--- src/inc/ser_cfg_pkg.sv ---
package ser_cfg_pkg;

   // ---------------------------------------------------------------
   // configuration word
   // ---------------------------------------------------------------
   localparam int CONFIG_BITS = 160;
   localparam int COUNT_BITS  = 8;

   localparam int MULT_FIELD_BITS  = 11;
   localparam int RDIV_FIELD_BITS  = 10;
   localparam int PLL_FIELD_BITS   = 21;
   localparam int PLL_MULT_LSB     = 10;
   localparam int PLL_RDIV_LSB     = 0;

   localparam int OUT_BASE         = 84;
   localparam int OUT_FIELD_BITS   = 7;
   localparam int OUT_SEL_LSB      = 5;
   localparam int OUT_ODIV_LSB     = 0;
   localparam int SEL_BITS         = 2;
   localparam int ODIV_BITS        = 5;

   // decoded value widths: multiplier 1..2048, divider 1..1024
   localparam int MULT_BITS        = 12;
   localparam int RDIV_BITS        = 11;
   localparam int PERIOD_BITS      = 16;
   localparam int ACC_BITS         = 17;

   localparam logic [ODIV_BITS-1:0] ODIV_MIN = 5'h02;
   localparam logic [ODIV_BITS-1:0] ODIV_MAX = 5'h14;

   // ---------------------------------------------------------------
   // register port
   // ---------------------------------------------------------------
   localparam int ADDR_BITS = 8;
   localparam int DATA_BITS = 32;
   localparam int WORD_COUNT = 5;

   localparam logic [ADDR_BITS-1:0] CONTROL_ADDR = 8'h00;
   localparam logic [ADDR_BITS-1:0] STATUS_ADDR  = 8'h04;
   localparam logic [ADDR_BITS-1:0] IMAGE0_ADDR  = 8'h10;

   localparam int CTRL_FORCE_REF_BIT = 0;
   localparam int STAT_LOADED_BIT    = 0;
   localparam int STAT_RUN_BIT       = 1;
   localparam int STAT_STROBE_BIT    = 2;
   localparam int STAT_COUNT_LSB     = 8;

endpackage : ser_cfg_pkg

--- src/inc/out_div_if.sv ---
interface out_div_if;
   logic [ser_cfg_pkg::MULT_BITS-1:0] mult;
   logic [ser_cfg_pkg::RDIV_BITS-1:0] rdiv;
   logic [ser_cfg_pkg::ODIV_BITS-1:0] odiv;
   logic                              run;
   logic                              bypass;
   logic                              ref_rise;
   logic                              ref_level;
   logic                              clk_out;

   modport ctrl (output mult, output rdiv, output odiv, output run, output bypass,
                 output ref_rise, output ref_level, input clk_out);
   modport div  (input mult, input rdiv, input odiv, input run, input bypass,
                 input ref_rise, input ref_level, output clk_out);
endinterface : out_div_if

--- src/verilog/out_divider.sv ---
module out_divider (
   input  wire logic clock,
   input  wire logic rst,
   out_div_if.div    bus
);

   logic [ser_cfg_pkg::PERIOD_BITS-1:0] period;
   logic [ser_cfg_pkg::ACC_BITS-1:0]    step;
   logic [ser_cfg_pkg::ACC_BITS-1:0]    sum;
   logic [ser_cfg_pkg::ACC_BITS-1:0]    rem;
   logic [ser_cfg_pkg::ACC_BITS-1:0]    acc_q;
   logic                                level_q;

   // ---------------------------------------------------------------
   // fout = fref * mult / rdiv / odiv, capped at fref / 2
   // ---------------------------------------------------------------
   // half periods counted in units of 1/(2*mult) reference periods
   assign period = ser_cfg_pkg::PERIOD_BITS'(bus.rdiv * bus.odiv);
   assign step   = ser_cfg_pkg::ACC_BITS'({bus.mult, 1'b0});
   assign sum    = acc_q + step;
   assign rem    = sum - ser_cfg_pkg::ACC_BITS'(period);

   // accumulator keeps its phase across reprogramming, so a new
   // multiplier or divider does not restart the wave
   always_ff @(posedge clock or posedge rst) begin
      if (rst) begin
         acc_q <= '0;
      end else if (!bus.run || bus.bypass) begin
         acc_q <= '0;
      end else if (bus.ref_rise) begin
         if (sum >= ser_cfg_pkg::ACC_BITS'(period)) begin
            // limitation: toggles at most once per reference edge
            acc_q <= (rem >= ser_cfg_pkg::ACC_BITS'(period)) ? '0 : rem;
         end else begin
            acc_q <= sum;
         end
      end
   end

   always_ff @(posedge clock or posedge rst) begin
      if (rst) begin
         level_q <= 1'b0;
      end else if (!bus.run) begin
         level_q <= 1'b0;
      end else if (bus.bypass) begin
         level_q <= bus.ref_level;
      end else if (bus.ref_rise && sum >= ser_cfg_pkg::ACC_BITS'(period)) begin
         level_q <= ~level_q;
      end
   end

   assign bus.clk_out = level_q;

endmodule : out_divider

--- src/verilog/serial_config_shift_latch.sv ---
//
// Function
// - host shifts 160 bits, MSB first
// - load pulse after 160 bits applies word
// - load stage is level-sensitive transparent latch
// - load high: shifted bits pass straight through
// - power-down low tristates all outputs
// - raise power-down after load to run
// - unprogrammed outputs carry buffered reference clock
// - nine outputs from four selectable PLLs
// - multiplier 1..2048, divider 1..1024 per PLL
// - output divide values 2 through 20
// - fout = fref * M / N / output divide; here no higher than fref / 2, one toggle per reference edge
// - on-the-fly change, phase kept when possible
//
// Chosen here: the address map and the address-and-strobe port.
module serial_config_shift_latch #(
   parameter int OUTPUT_COUNT = 9,
   parameter int PLL_COUNT    = 4
) (
   input  wire logic                                 clock,
   input  wire logic                                 rst,
   input  wire logic                                 serial_data,
   input  wire logic                                 shift_clock,
   input  wire logic                                 load_strobe,
   input  wire logic                                 power_down_tristate_n,
   input  wire logic                                 reference_input,
   input  wire logic [ser_cfg_pkg::ADDR_BITS-1:0]    reg_addr,
   input  wire logic [ser_cfg_pkg::DATA_BITS-1:0]    reg_wdata,
   input  wire logic                                 reg_write,
   input  wire logic                                 reg_read,
   output logic      [ser_cfg_pkg::DATA_BITS-1:0]    reg_rdata,
   output logic      [OUTPUT_COUNT-1:0]              synth_output,
   output logic      [OUTPUT_COUNT-1:0]              synth_output_oe
);

   // ---------------------------------------------------------------
   // elaboration checks
   // ---------------------------------------------------------------
   localparam int PLL_END = PLL_COUNT * ser_cfg_pkg::PLL_FIELD_BITS;
   localparam int OUT_END = ser_cfg_pkg::OUT_BASE + OUTPUT_COUNT * ser_cfg_pkg::OUT_FIELD_BITS;

   generate
      if (PLL_COUNT != (1 << ser_cfg_pkg::SEL_BITS) || PLL_END > ser_cfg_pkg::OUT_BASE
          || OUT_END > ser_cfg_pkg::CONFIG_BITS || OUTPUT_COUNT < 1) begin : g_bad
         $error("output or pll count does not fit the configuration word");
      end
   endgenerate

   localparam int CB = ser_cfg_pkg::CONFIG_BITS;

   logic                                   shift_prev_q;
   logic                                   ref_prev_q;
   logic                                   ref_level_q;
   logic                                   shift_rise;
   logic                                   ref_rise;
   logic [CB-1:0]                          shift_q;
   logic [CB-1:0]                          shift_next;
   logic [CB-1:0]                          latch_q;
   logic [CB-1:0]                          latch_d;
   logic                                   loaded_q;
   logic                                   force_ref_q;
   logic [ser_cfg_pkg::COUNT_BITS-1:0]     count_q;
   logic [OUTPUT_COUNT-1:0]                div_clk;

   // ---------------------------------------------------------------
   // edge detection on the synchronous pins
   // ---------------------------------------------------------------
   always_ff @(posedge clock or posedge rst) begin
      if (rst) begin
         shift_prev_q <= 1'b0;
      end else begin
         shift_prev_q <= shift_clock;
      end
   end

   always_ff @(posedge clock or posedge rst) begin
      if (rst) begin
         ref_prev_q  <= 1'b0;
         ref_level_q <= 1'b0;
      end else begin
         ref_prev_q  <= reference_input;
         ref_level_q <= reference_input;
      end
   end

   assign shift_rise = shift_clock & ~shift_prev_q;
   assign ref_rise   = reference_input & ~ref_prev_q;

   // ---------------------------------------------------------------
   // shift register
   // ---------------------------------------------------------------
   // first bit in ends at the top once the whole word is in
   assign shift_next = {shift_q[CB-2:0], serial_data};

   always_ff @(posedge clock or posedge rst) begin
      if (rst) begin
         shift_q <= '0;
      end else if (shift_rise) begin
         shift_q <= shift_next;
      end
   end

   // bits seen since the strobe last stood high, saturating
   always_ff @(posedge clock or posedge rst) begin
      if (rst) begin
         count_q <= '0;
      end else if (load_strobe) begin
         count_q <= '0;
      end else if (shift_rise && count_q < ser_cfg_pkg::COUNT_BITS'(CB)) begin
         count_q <= count_q + 8'h01;
      end
   end

   // ---------------------------------------------------------------
   // transparent load latch
   // ---------------------------------------------------------------
   // follows the shifter for as long as the strobe is high, including
   // a bit shifted in during that time; closed while it is low
   always_comb begin
      latch_d = latch_q;
      if (load_strobe) begin
         latch_d = shift_rise ? shift_next : shift_q;
      end
   end

   always_ff @(posedge clock or posedge rst) begin
      if (rst) begin
         latch_q <= '0;
      end else begin
         latch_q <= latch_d;
      end
   end

   // outputs carry the reference until a word has been applied
   always_ff @(posedge clock or posedge rst) begin
      if (rst) begin
         loaded_q <= 1'b0;
      end else if (load_strobe) begin
         loaded_q <= 1'b1;
      end
   end

   // ---------------------------------------------------------------
   // decode of the latched image
   // ---------------------------------------------------------------
   // field layout is fixed here only so that the image can drive logic
   logic [ser_cfg_pkg::MULT_BITS-1:0] pll_mult [PLL_COUNT];
   logic [ser_cfg_pkg::RDIV_BITS-1:0] pll_rdiv [PLL_COUNT];

   for (genvar p = 0; p < PLL_COUNT; p++) begin : g_pll
      localparam int BASE = p * ser_cfg_pkg::PLL_FIELD_BITS;
      // field holds value minus one, so every code is legal
      assign pll_mult[p] = {1'b0, latch_q[BASE + ser_cfg_pkg::PLL_MULT_LSB +:
                           ser_cfg_pkg::MULT_FIELD_BITS]} + 12'h001;
      assign pll_rdiv[p] = {1'b0, latch_q[BASE + ser_cfg_pkg::PLL_RDIV_LSB +:
                           ser_cfg_pkg::RDIV_FIELD_BITS]} + 11'h001;
   end

   for (genvar o = 0; o < OUTPUT_COUNT; o++) begin : g_out
      localparam int BASE = ser_cfg_pkg::OUT_BASE + o * ser_cfg_pkg::OUT_FIELD_BITS;
      logic [ser_cfg_pkg::SEL_BITS-1:0]  sel;
      logic [ser_cfg_pkg::ODIV_BITS-1:0] odiv_raw;
      logic [ser_cfg_pkg::ODIV_BITS-1:0] odiv;

      out_div_if bus ();

      assign sel      = latch_q[BASE + ser_cfg_pkg::OUT_SEL_LSB +: ser_cfg_pkg::SEL_BITS];
      assign odiv_raw = latch_q[BASE + ser_cfg_pkg::OUT_ODIV_LSB +: ser_cfg_pkg::ODIV_BITS];
      // codes outside the legal range clamp rather than stop the output
      assign odiv = (odiv_raw < ser_cfg_pkg::ODIV_MIN) ? ser_cfg_pkg::ODIV_MIN :
                    (odiv_raw > ser_cfg_pkg::ODIV_MAX) ? ser_cfg_pkg::ODIV_MAX :
                    odiv_raw;

      assign bus.mult      = pll_mult[sel];
      assign bus.rdiv      = pll_rdiv[sel];
      assign bus.odiv      = odiv;
      assign bus.run       = power_down_tristate_n;
      assign bus.bypass    = ~loaded_q | force_ref_q;
      assign bus.ref_rise  = ref_rise;
      assign bus.ref_level = ref_level_q;
      assign div_clk[o]    = bus.clk_out;

      out_divider u_div (
         .clock (clock),
         .rst   (rst),
         .bus   (bus.div)
      );
   end

   // ---------------------------------------------------------------
   // output pins
   // ---------------------------------------------------------------
   // divider state is held at zero while powered down, so the first
   // cycles after release show the word loaded meanwhile
   always_ff @(posedge clock or posedge rst) begin
      if (rst) begin
         synth_output    <= '0;
         synth_output_oe <= '0;
      end else if (!power_down_tristate_n) begin
         synth_output    <= '0;
         synth_output_oe <= '0;
      end else begin
         synth_output    <= div_clk;
         synth_output_oe <= '1;
      end
   end

   // ---------------------------------------------------------------
   // register port
   // ---------------------------------------------------------------
   always_ff @(posedge clock or posedge rst) begin
      if (rst) begin
         force_ref_q <= 1'b0;
      end else if (reg_write && reg_addr == ser_cfg_pkg::CONTROL_ADDR) begin
         force_ref_q <= reg_wdata[ser_cfg_pkg::CTRL_FORCE_REF_BIT];
      end
   end

   always_ff @(posedge clock or posedge rst) begin
      if (rst) begin
         reg_rdata <= '0;
      end else begin
         reg_rdata <= '0;
         if (reg_read) begin
            if (reg_addr == ser_cfg_pkg::CONTROL_ADDR) begin
               reg_rdata[ser_cfg_pkg::CTRL_FORCE_REF_BIT] <= force_ref_q;
            end else if (reg_addr == ser_cfg_pkg::STATUS_ADDR) begin
               reg_rdata[ser_cfg_pkg::STAT_LOADED_BIT] <= loaded_q;
               reg_rdata[ser_cfg_pkg::STAT_RUN_BIT]    <= power_down_tristate_n;
               reg_rdata[ser_cfg_pkg::STAT_STROBE_BIT] <= load_strobe;
               reg_rdata[ser_cfg_pkg::STAT_COUNT_LSB +: ser_cfg_pkg::COUNT_BITS] <= count_q;
            end else begin
               for (int w = 0; w < ser_cfg_pkg::WORD_COUNT; w++) begin
                  if (reg_addr == ser_cfg_pkg::IMAGE0_ADDR + ser_cfg_pkg::ADDR_BITS'(4 * w)) begin
                     reg_rdata <= latch_q[w * ser_cfg_pkg::DATA_BITS +: ser_cfg_pkg::DATA_BITS];
                  end
               end
            end
         end
      end
   end

endmodule : serial_config_shift_latch
--- config.mk ---
export PLATFORM = sky130hd
export DESIGN_NAME = serial_config_shift_latch
export DESIGN_NICKNAME = d
export VERILOG_FILES = /design/src/inc/ser_cfg_pkg.sv /design/src/inc/out_div_if.sv /design/src/verilog/out_divider.sv /design/src/verilog/serial_config_shift_latch.sv
export SDC_FILE = /design/constraint.sdc
export NUM_CORES = 2
export LEC_CHECK = 0
export BUFFER_PORTS_ARGS = -buffer_cell sky130_fd_sc_hd__buf_2
export CORE_MARGIN = 1
export CORE_UTILIZATION = 25
export CTS_CLUSTER_DIAMETER = 30
export DETAILED_ROUTE_END_ITERATION = 8
export PLACE_DENSITY = 0.42
export SETUP_SLACK_MARGIN = 0.2
export SYNTH_ARGS = -nofsm -noshare
export SYNTH_HDL_FRONTEND = slang
export SYNTH_SLANG_ARGS = --single-unit
--- constraint.sdc ---
create_clock -name clock -period 20.7 [get_ports clock]
set_clock_uncertainty 0.1 [all_clocks]
set_input_delay 1.035 -clock clock [delete_from_list [all_inputs] [get_ports clock]]
set_output_delay 1.035 -clock clock [all_outputs]
set_load 0.01 [all_outputs]
-- After elaboration in Yosys (flattened, before gate mapping)
Cells that the tools add are included.
- register bits: 544
- input bits: 49
- word-level logic and storage cells: 317
- add/subtract/negate cells: 27
- multipliers: 9
- magnitude comparators: 46
- equality and inequality tests: 15
- mux-type cells: 152
- bitwise logic cells: 24
- reduce and logical (&&, ||, !) cells: 16
- operator list (cell ; number):
    2-to-1 mux 17 bit ; 36
    greater-or-equal comparator 17 x 16 -> 1 bit ; 18
    binary-select mux 12 bit (select 2 bit) ; 9
    2-to-1 mux 12 bit ; 18
    binary-select mux 11 bit (select 2 bit) ; 9
    2-to-1 mux 11 bit ; 18
    2-to-1 mux 32 bit ; 6
    2-to-1 mux 160 bit ; 1
    adder 17 x 13 -> 17 bit ; 9
    subtractor 17 x 16 -> 17 bit ; 9
    multiplier 11 x 5 -> 16 bit ; 9
    2-to-1 mux 5 bit ; 19
    adder 11 x 1 -> 12 bit, second input constant ; 4
    > comparator 5 bit, second input constant ; 9
    < comparator 5 x 2 -> 1 bit, second input constant ; 9
    adder 10 x 1 -> 11 bit, second input constant ; 4
    equality test 8 x 5 -> 1 bit, second input constant ; 4
    2-to-1 mux 31 bit ; 1
    2-to-1 mux 1 bit ; 28
    greater-or-equal comparator 3 bit, second input constant ; 9
    inequality test 3 x 1 -> 1 bit, second input constant ; 9
    inverter 2 -> 3 bit ; 9
    2-to-1 mux 8 bit ; 3
    2-to-1 mux 9 bit ; 2
    other kinds (14) ; 37

-- Logic depth before layout (Yosys ltp)
- depth in word-level cells: 11
- gate-level depth with buffers: 37
- gate-level depth less buffers: 35

-- Modules after synthesis
A second synthesis with hierarchy kept.
- cell total of the unflattened synthesis: 6759
- area total of the unflattened synthesis: 63094.3 sq um
- by module, submodules not included (module ; instances ; cells an instance ; area each (sq um) ; seq. area each (sq um)):
    serial_config_shift_latch ; 1 ; 1873 ; 22034.9 ; 9359.0
    out_divider (g_out[4].u_div ...) ; 2 ; 570 ; 4818.4 ; 450.4
    out_divider (g_out[2].u_div) ; 1 ; 563 ; 4620.7 ; 450.4
    out_divider (g_out[3].u_div) ; 1 ; 557 ; 4574.4 ; 450.4
    out_divider (g_out[0].u_div) ; 1 ; 536 ; 4514.3 ; 450.4
    out_divider (g_out[6].u_div) ; 1 ; 511 ; 4440.5 ; 450.4
    out_divider (g_out[1].u_div) ; 1 ; 527 ; 4438.0 ; 450.4
    out_divider (g_out[7].u_div) ; 1 ; 519 ; 4423.0 ; 450.4
    out_divider (g_out[8].u_div) ; 1 ; 533 ; 4411.7 ; 450.4

-- Worst setup path after synthesis
No wires, ideal clock.
- path type: reg-to-reg
- from: register latch_q[139]
- to: register g_out[7].u_div.acc_q[12] in the netlist's numbering
- library setup time: 0.090 ns
- arrival: 8.057 ns
- required time: 20.510 ns
- setup slack: 12.453 ns
- cell stages (with the launch flop): 33
- cells stage by stage: dfrtp_1 clkbuf_1 buf_1 clkbuf_1 mux4_2 inv_1 nor2_1 fa_1 fa_1 inv_1 fa_1 inv_1 ha_1 a21oi_1 o22ai_1 nor2_1 xor2_1 ha_1 and3_1 a221o_1 o211ai_1 a21boi_0 nor2_1 ha_1 o21a_1 o221ai_1 and4_1 nor3b_1 a211oi_2 and4b_1 or4_4 or3_1 o221ai_1
- cells in the longest elaborated chain, start to end: 11
- RTL lines (element ; RTL line ; RTL):
    start: declaration ; serial_config_shift_latch.sv:59 ; logic [CB-1:0] latch_q;
    start signal: assignment ; serial_config_shift_latch.sv:131 ; latch_q <= latch_d;
    inverter 2 -> 3 bit (not written as such) * ; serial_config_shift_latch.sv:175, serial_config_shift_latch.sv:176 ;
    binary-select mux 11 bit (select 2 bit) / binary-select mux 12 bit (select 2 bit) (equally long branches) ; serial_config_shift_latch.sv:176, serial_config_shift_latch.sv:175 ;
    2-to-1 mux 11 bit (not written as such) / 2-to-1 mux 12 bit (equally long branches) (2 in series) ; serial_config_shift_latch.sv:176, serial_config_shift_latch.sv:175 ;
    multiplier 11 x 5 -> 16 bit / adder 17 x 13 -> 17 bit (equally long branches) ; out_divider.sv:18, out_divider.sv:20 ;
    subtractor 17 x 16 -> 17 bit ; out_divider.sv:21 ; assign rem = sum - ser_cfg_pkg::ACC_BITS'(period);
    greater-or-equal comparator 17 x 16 -> 1 bit ; out_divider.sv:33 ; acc_q <= (rem >= ser_cfg_pkg::ACC_BITS'(period)) ? '0 : rem;
    2-to-1 mux 17 bit ; out_divider.sv:33 ;
    2-to-1 mux 17 bit * ; out_divider.sv:31 ; if (sum >= ser_cfg_pkg::ACC_BITS'(period)) begin
    2-to-1 mux 17 bit * ; out_divider.sv:30 ; end else if (bus.ref_rise) begin
    2-to-1 mux 17 bit * ; out_divider.sv:28 ; end else if (!bus.run || bus.bypass) begin
    end signal: assignment ; out_divider.sv:33 ;
    end signal: assignment ; out_divider.sv:35 ; acc_q <= sum;
    end: declaration ; out_divider.sv:11 ; logic [ser_cfg_pkg::ACC_BITS-1:0] acc_q;
Every way passes the cells marked *; elsewhere a longest branch is shown, timed or not. The select of a mux whose other input is x is not followed.
A chain may end at the register's enable or synchronous reset.

-- Worst setup path in the final report
- from: register latch_q[42]
- to: register g_out[6].u_div.acc_q[13] in the netlist's numbering
- cells in the longest elaborated chain, start to end: 11
- RTL lines (element ; RTL line ; RTL):
    adder 10 x 1 -> 11 bit * ; serial_config_shift_latch.sv:157 ; ser_cfg_pkg::RDIV_FIELD_BITS]} + 11'h001;
    binary-select mux 11 bit (select 2 bit) * ; serial_config_shift_latch.sv:176 ; assign bus.rdiv = pll_rdiv[sel];
    2-to-1 mux 11 bit (not written as such) * (2 in series) ; serial_config_shift_latch.sv:176 ;
    multiplier 11 x 5 -> 16 bit * ; out_divider.sv:18 ; assign period = ser_cfg_pkg::PERIOD_BITS'(bus.rdiv * bus.odiv);
    subtractor 17 x 16 -> 17 bit ; out_divider.sv:21 ;
    greater-or-equal comparator 17 x 16 -> 1 bit ; out_divider.sv:33 ;
    2-to-1 mux 17 bit ; out_divider.sv:33 ;
    2-to-1 mux 17 bit * ; out_divider.sv:31 ;
    2-to-1 mux 17 bit * ; out_divider.sv:30 ;
    2-to-1 mux 17 bit * ; out_divider.sv:28 ;
    end signal: assignment ; out_divider.sv:33 ;
    end signal: assignment ; out_divider.sv:35 ;
    end: declaration ; out_divider.sv:11 ;
Marks and branches as above.

==> results.md <==
- Worst Path Arrival: 10.50 ns
- Sequential element share of the synthesized area: 0.223
- Leak Pwr: 32.8 nW
- Final hold violations: 0
- Cell Area, Synth: 0.0601 mm2
- FF-to-FF path depth: 35
- ANT nets after route: 0
- Cell mode on critical path: ha_1
- CTS Buf Count: 167
- Post-Synthesis Cells: 6356
- Post-synthesis cell type count: 112
- Category of the most critical setup path: reg -> reg
- Total grt overflow: 0
- Yosys reg bits: 536
- Most common cell after layout, fill and taps aside: inv_1
- Setup Fix Bufs, Post-CTS: 0
- Detailed Route Iter0 Violations: 3824
- Global placer's final weighted congestion: 0.916
- Fin. max-slew vios: 0
- Worst VDD drop: 0.0664 mV
- Worst setup startpoint: latch_q[42]$_DFFE_PP0P_
- Non-filler instance count after layout: 9827
- EDFF count, synth: 0
- Worst R2R Setup Slack: 10.73 ns
- DIE WIDTH: 492 um
- Tot Pwr: 8.88 mW
- Crit path depth: 35
- Max incr delay on CP: 0.66 ns
- Hold Crit Class: in -> async
- Worst R2R End: g_out[6].u_div.acc_q[13]$_DFFE_PP0P_
- Ys flop type: dfrtp_1
- Crit end category: register
- Die Span Y: 492 um
- Antenna violations before repair: 20
- Post-CTS Resized: 0
- Yosys warnings: 0
- Final hold slack: 0.239 ns
- Worst slew pin tran: 1.28 ns
- Buf/Inv on CP: 4
- DRT Wirelength: 219000 um
- Clock buffer depth: 3
- CP max-delay cell: nand4b_1
- Commonest non-fill, non-tap cells in the layout: inv_1 (628), ha_1 (603), dfrtp_1 (536)
- Clock Latency Late Sink: 0.82 ns
- Post-DP HPWL: 167000 um
- Max_cap viols: 0
- RSZ-0062 raised after global routing: false
- F_max: 100 MHz
- Post-Place Cells: 9507
- Tcrit/Tclk final: 0.481
- Top post-synthesis cells by area: dfrtp_1 (22%), ha_1 (13%), fa_1 (8.7%)
- Largest net degree at the start of global routing: 162
- Vias in the first global route: 50300
- Initial Util: 0.252
- Critical Path End: g_out[6].u_div.acc_q[13]$_DFFE_PP0P_
- Pwr dens: 126 mW/mm2
- CTS tree: built
- Setup violations, final: 0
- Average cell area after synthesis: 9.46 um2
- Drt wl/cell: 22.3 um
- Slew HR: 0.140
- Clock sinks: 536
- Vias per cell: 5.08
- Syn nets: 7269
- Worst EP required: 21.23 ns
- Port Buf Inserts: 67
- DR vias: 49900
- First-pass detailed-route iteration total: 6
- Clock slew at reported path FFs: 0.04 ns
- Nets@finish: 7422
- Post-synth top area cell: dfrtp_1
- Remaining DRCs: 0
- Cell family with most CP delay: compound AO/OA/AOI/OAI gates
- Area Growth Syn to Fin: 17.5%
- Gr usage total: 0.179
- Share of cells above drive strength 1: 0.172
- CP Max Fanout: 16
- Root buf cell: clkbuf_16
- Post-route cell area: 0.0707 mm2
- Outcome: completed
- Die area: 0.242 mm2
- TNS Setup: 0 ns
- Min cycle time layout: 9.97 ns
- Async SR Flop Fraction: 1.00
- Io pins: 99
- Crit path launch type: register
- Number of hold buffers added after CTS: 0
- First-pass GRT wire length: 325000 um
- Startpoint of the worst register-to-register path: latch_q[42]$_DFFE_PP0P_
- Core Area: 0.239 mm2
- Std-Cell Rows: 179
- Placed Area: 0.0647 mm2
- H-Tree Depth: 4
- Fraction of synthesized cell area taken by the top area cell type: 0.223
## routing by layer
metal | GRT usage | wire length [um]
met4 | 0.0628 | 7370
met2 | 0.277 | 96400
met3 | 0.0426 | 15300
met5 | 0 | 270
met1 | 0.241 | 99700
## cells in the mapped netlist (all sizes together), types with 18 or more instances
library cell	instances
ha	603
or3	34
a211o	20
o21a	88
nand2b	134
o221ai	24
a211oi	50
o31ai	48
mux4	206
a21o	146
mux2i	42
nand2	336
a22oi	110
and2	60
o21bai	30
a21oi	314
a221o	20
dfrtp	536
o21ai	251
nand4	66
nor2b	121
nor2	532
buf	41
nor3	77
mux2	319
clkbuf	191
and3	72
o211ai	63
a31oi	34
nand3	114
fa	261
xor2	171
o31a	22
or2	51
xnor2	256
inv	629
and4	18
## area by class of cell
class | count | area [um2]
Antenna cell | 16 | 40.0
Clock buffer | 232 | 4720
Clock inverter | 72 | 1190
Fill cell | 24800 | 168000
Inverter | 637 | 2400
Multi-Input combinational cell | 4951 | 43500
Sequential cell | 536 | 13400
Tap cell | 3167 | 3960
Timing Repair Buffer | 216 | 1480
## per-stage QoR
step / utilization / worst slack [ns]
after floorplan: - / 4.58
after global placement: 0.271 / 10.86
after detailed placement: 0.271 / 10.82
after CTS: 0.296 / 10.72
after global routing: 0.296 / 9.95
final: 0.296 / 10.73
## sequential cells by signal (all words and copies together) (netlist names)
| name | flops |
|---|---|
| count_q | 8 |
| force_ref_q | 1 |
| g_out.bus.ref_level | 1 |
| g_out.u_div.acc_q | 153 |
| g_out.u_div.bus.clk_out | 9 |
| latch_q | 160 |
| loaded_q | 1 |
| reg_rdata | 32 |
| shift_prev_q | 1 |
| shift_q | 160 |
| synth_output | 9 |
| synth_output_oe | 1 |
## how the worst min path moves through the flow
stage,to,slack (ns),cells after the start
after floorplan,g_out[3].u_div.bus.clk_out$_DFFE_PP0P_,0.35,1
after global placement,g_out[3].u_div.bus.clk_out$_DFFE_PP0P_,0.37,1
final,g_out[8].u_div.acc_q[16]$_DFFE_PP0P_,0.24,2
after CTS,shift_prev_q$_DFF_PP0_,0.18,1
after detailed placement,g_out[5].u_div.acc_q[6]$_DFFE_PP0P_,0.38,2
after global routing,shift_prev_q$_DFF_PP0_,0.21,1
## kinds of logic (layout without fill, tap and decap cells)
family | after synthesis | after routing | synth area share
compound gates | 1403 | 1403 | 0.162
xor+xnor | 434 | 434 | 0.0650
fa+ha+maj | 866 | 866 | 0.213
buf+inv | 869 | 1157 | 0.0554
flops | 536 | 536 | 0.223
mux | 567 | 567 | 0.144
other cells | 0 | 16 | 0
simple gates | 1681 | 1681 | 0.138
## power breakdown
part,internal (mW),total (mW),leakage (nW),switching [mW]
Combinational,2.04,5.08,22.6,3.04
Clock,1.82,2.63,2.87,0.807
Sequential,1.11,1.17,7.41,0.0580
Note: power is estimated with default switching activity, not from simulation.
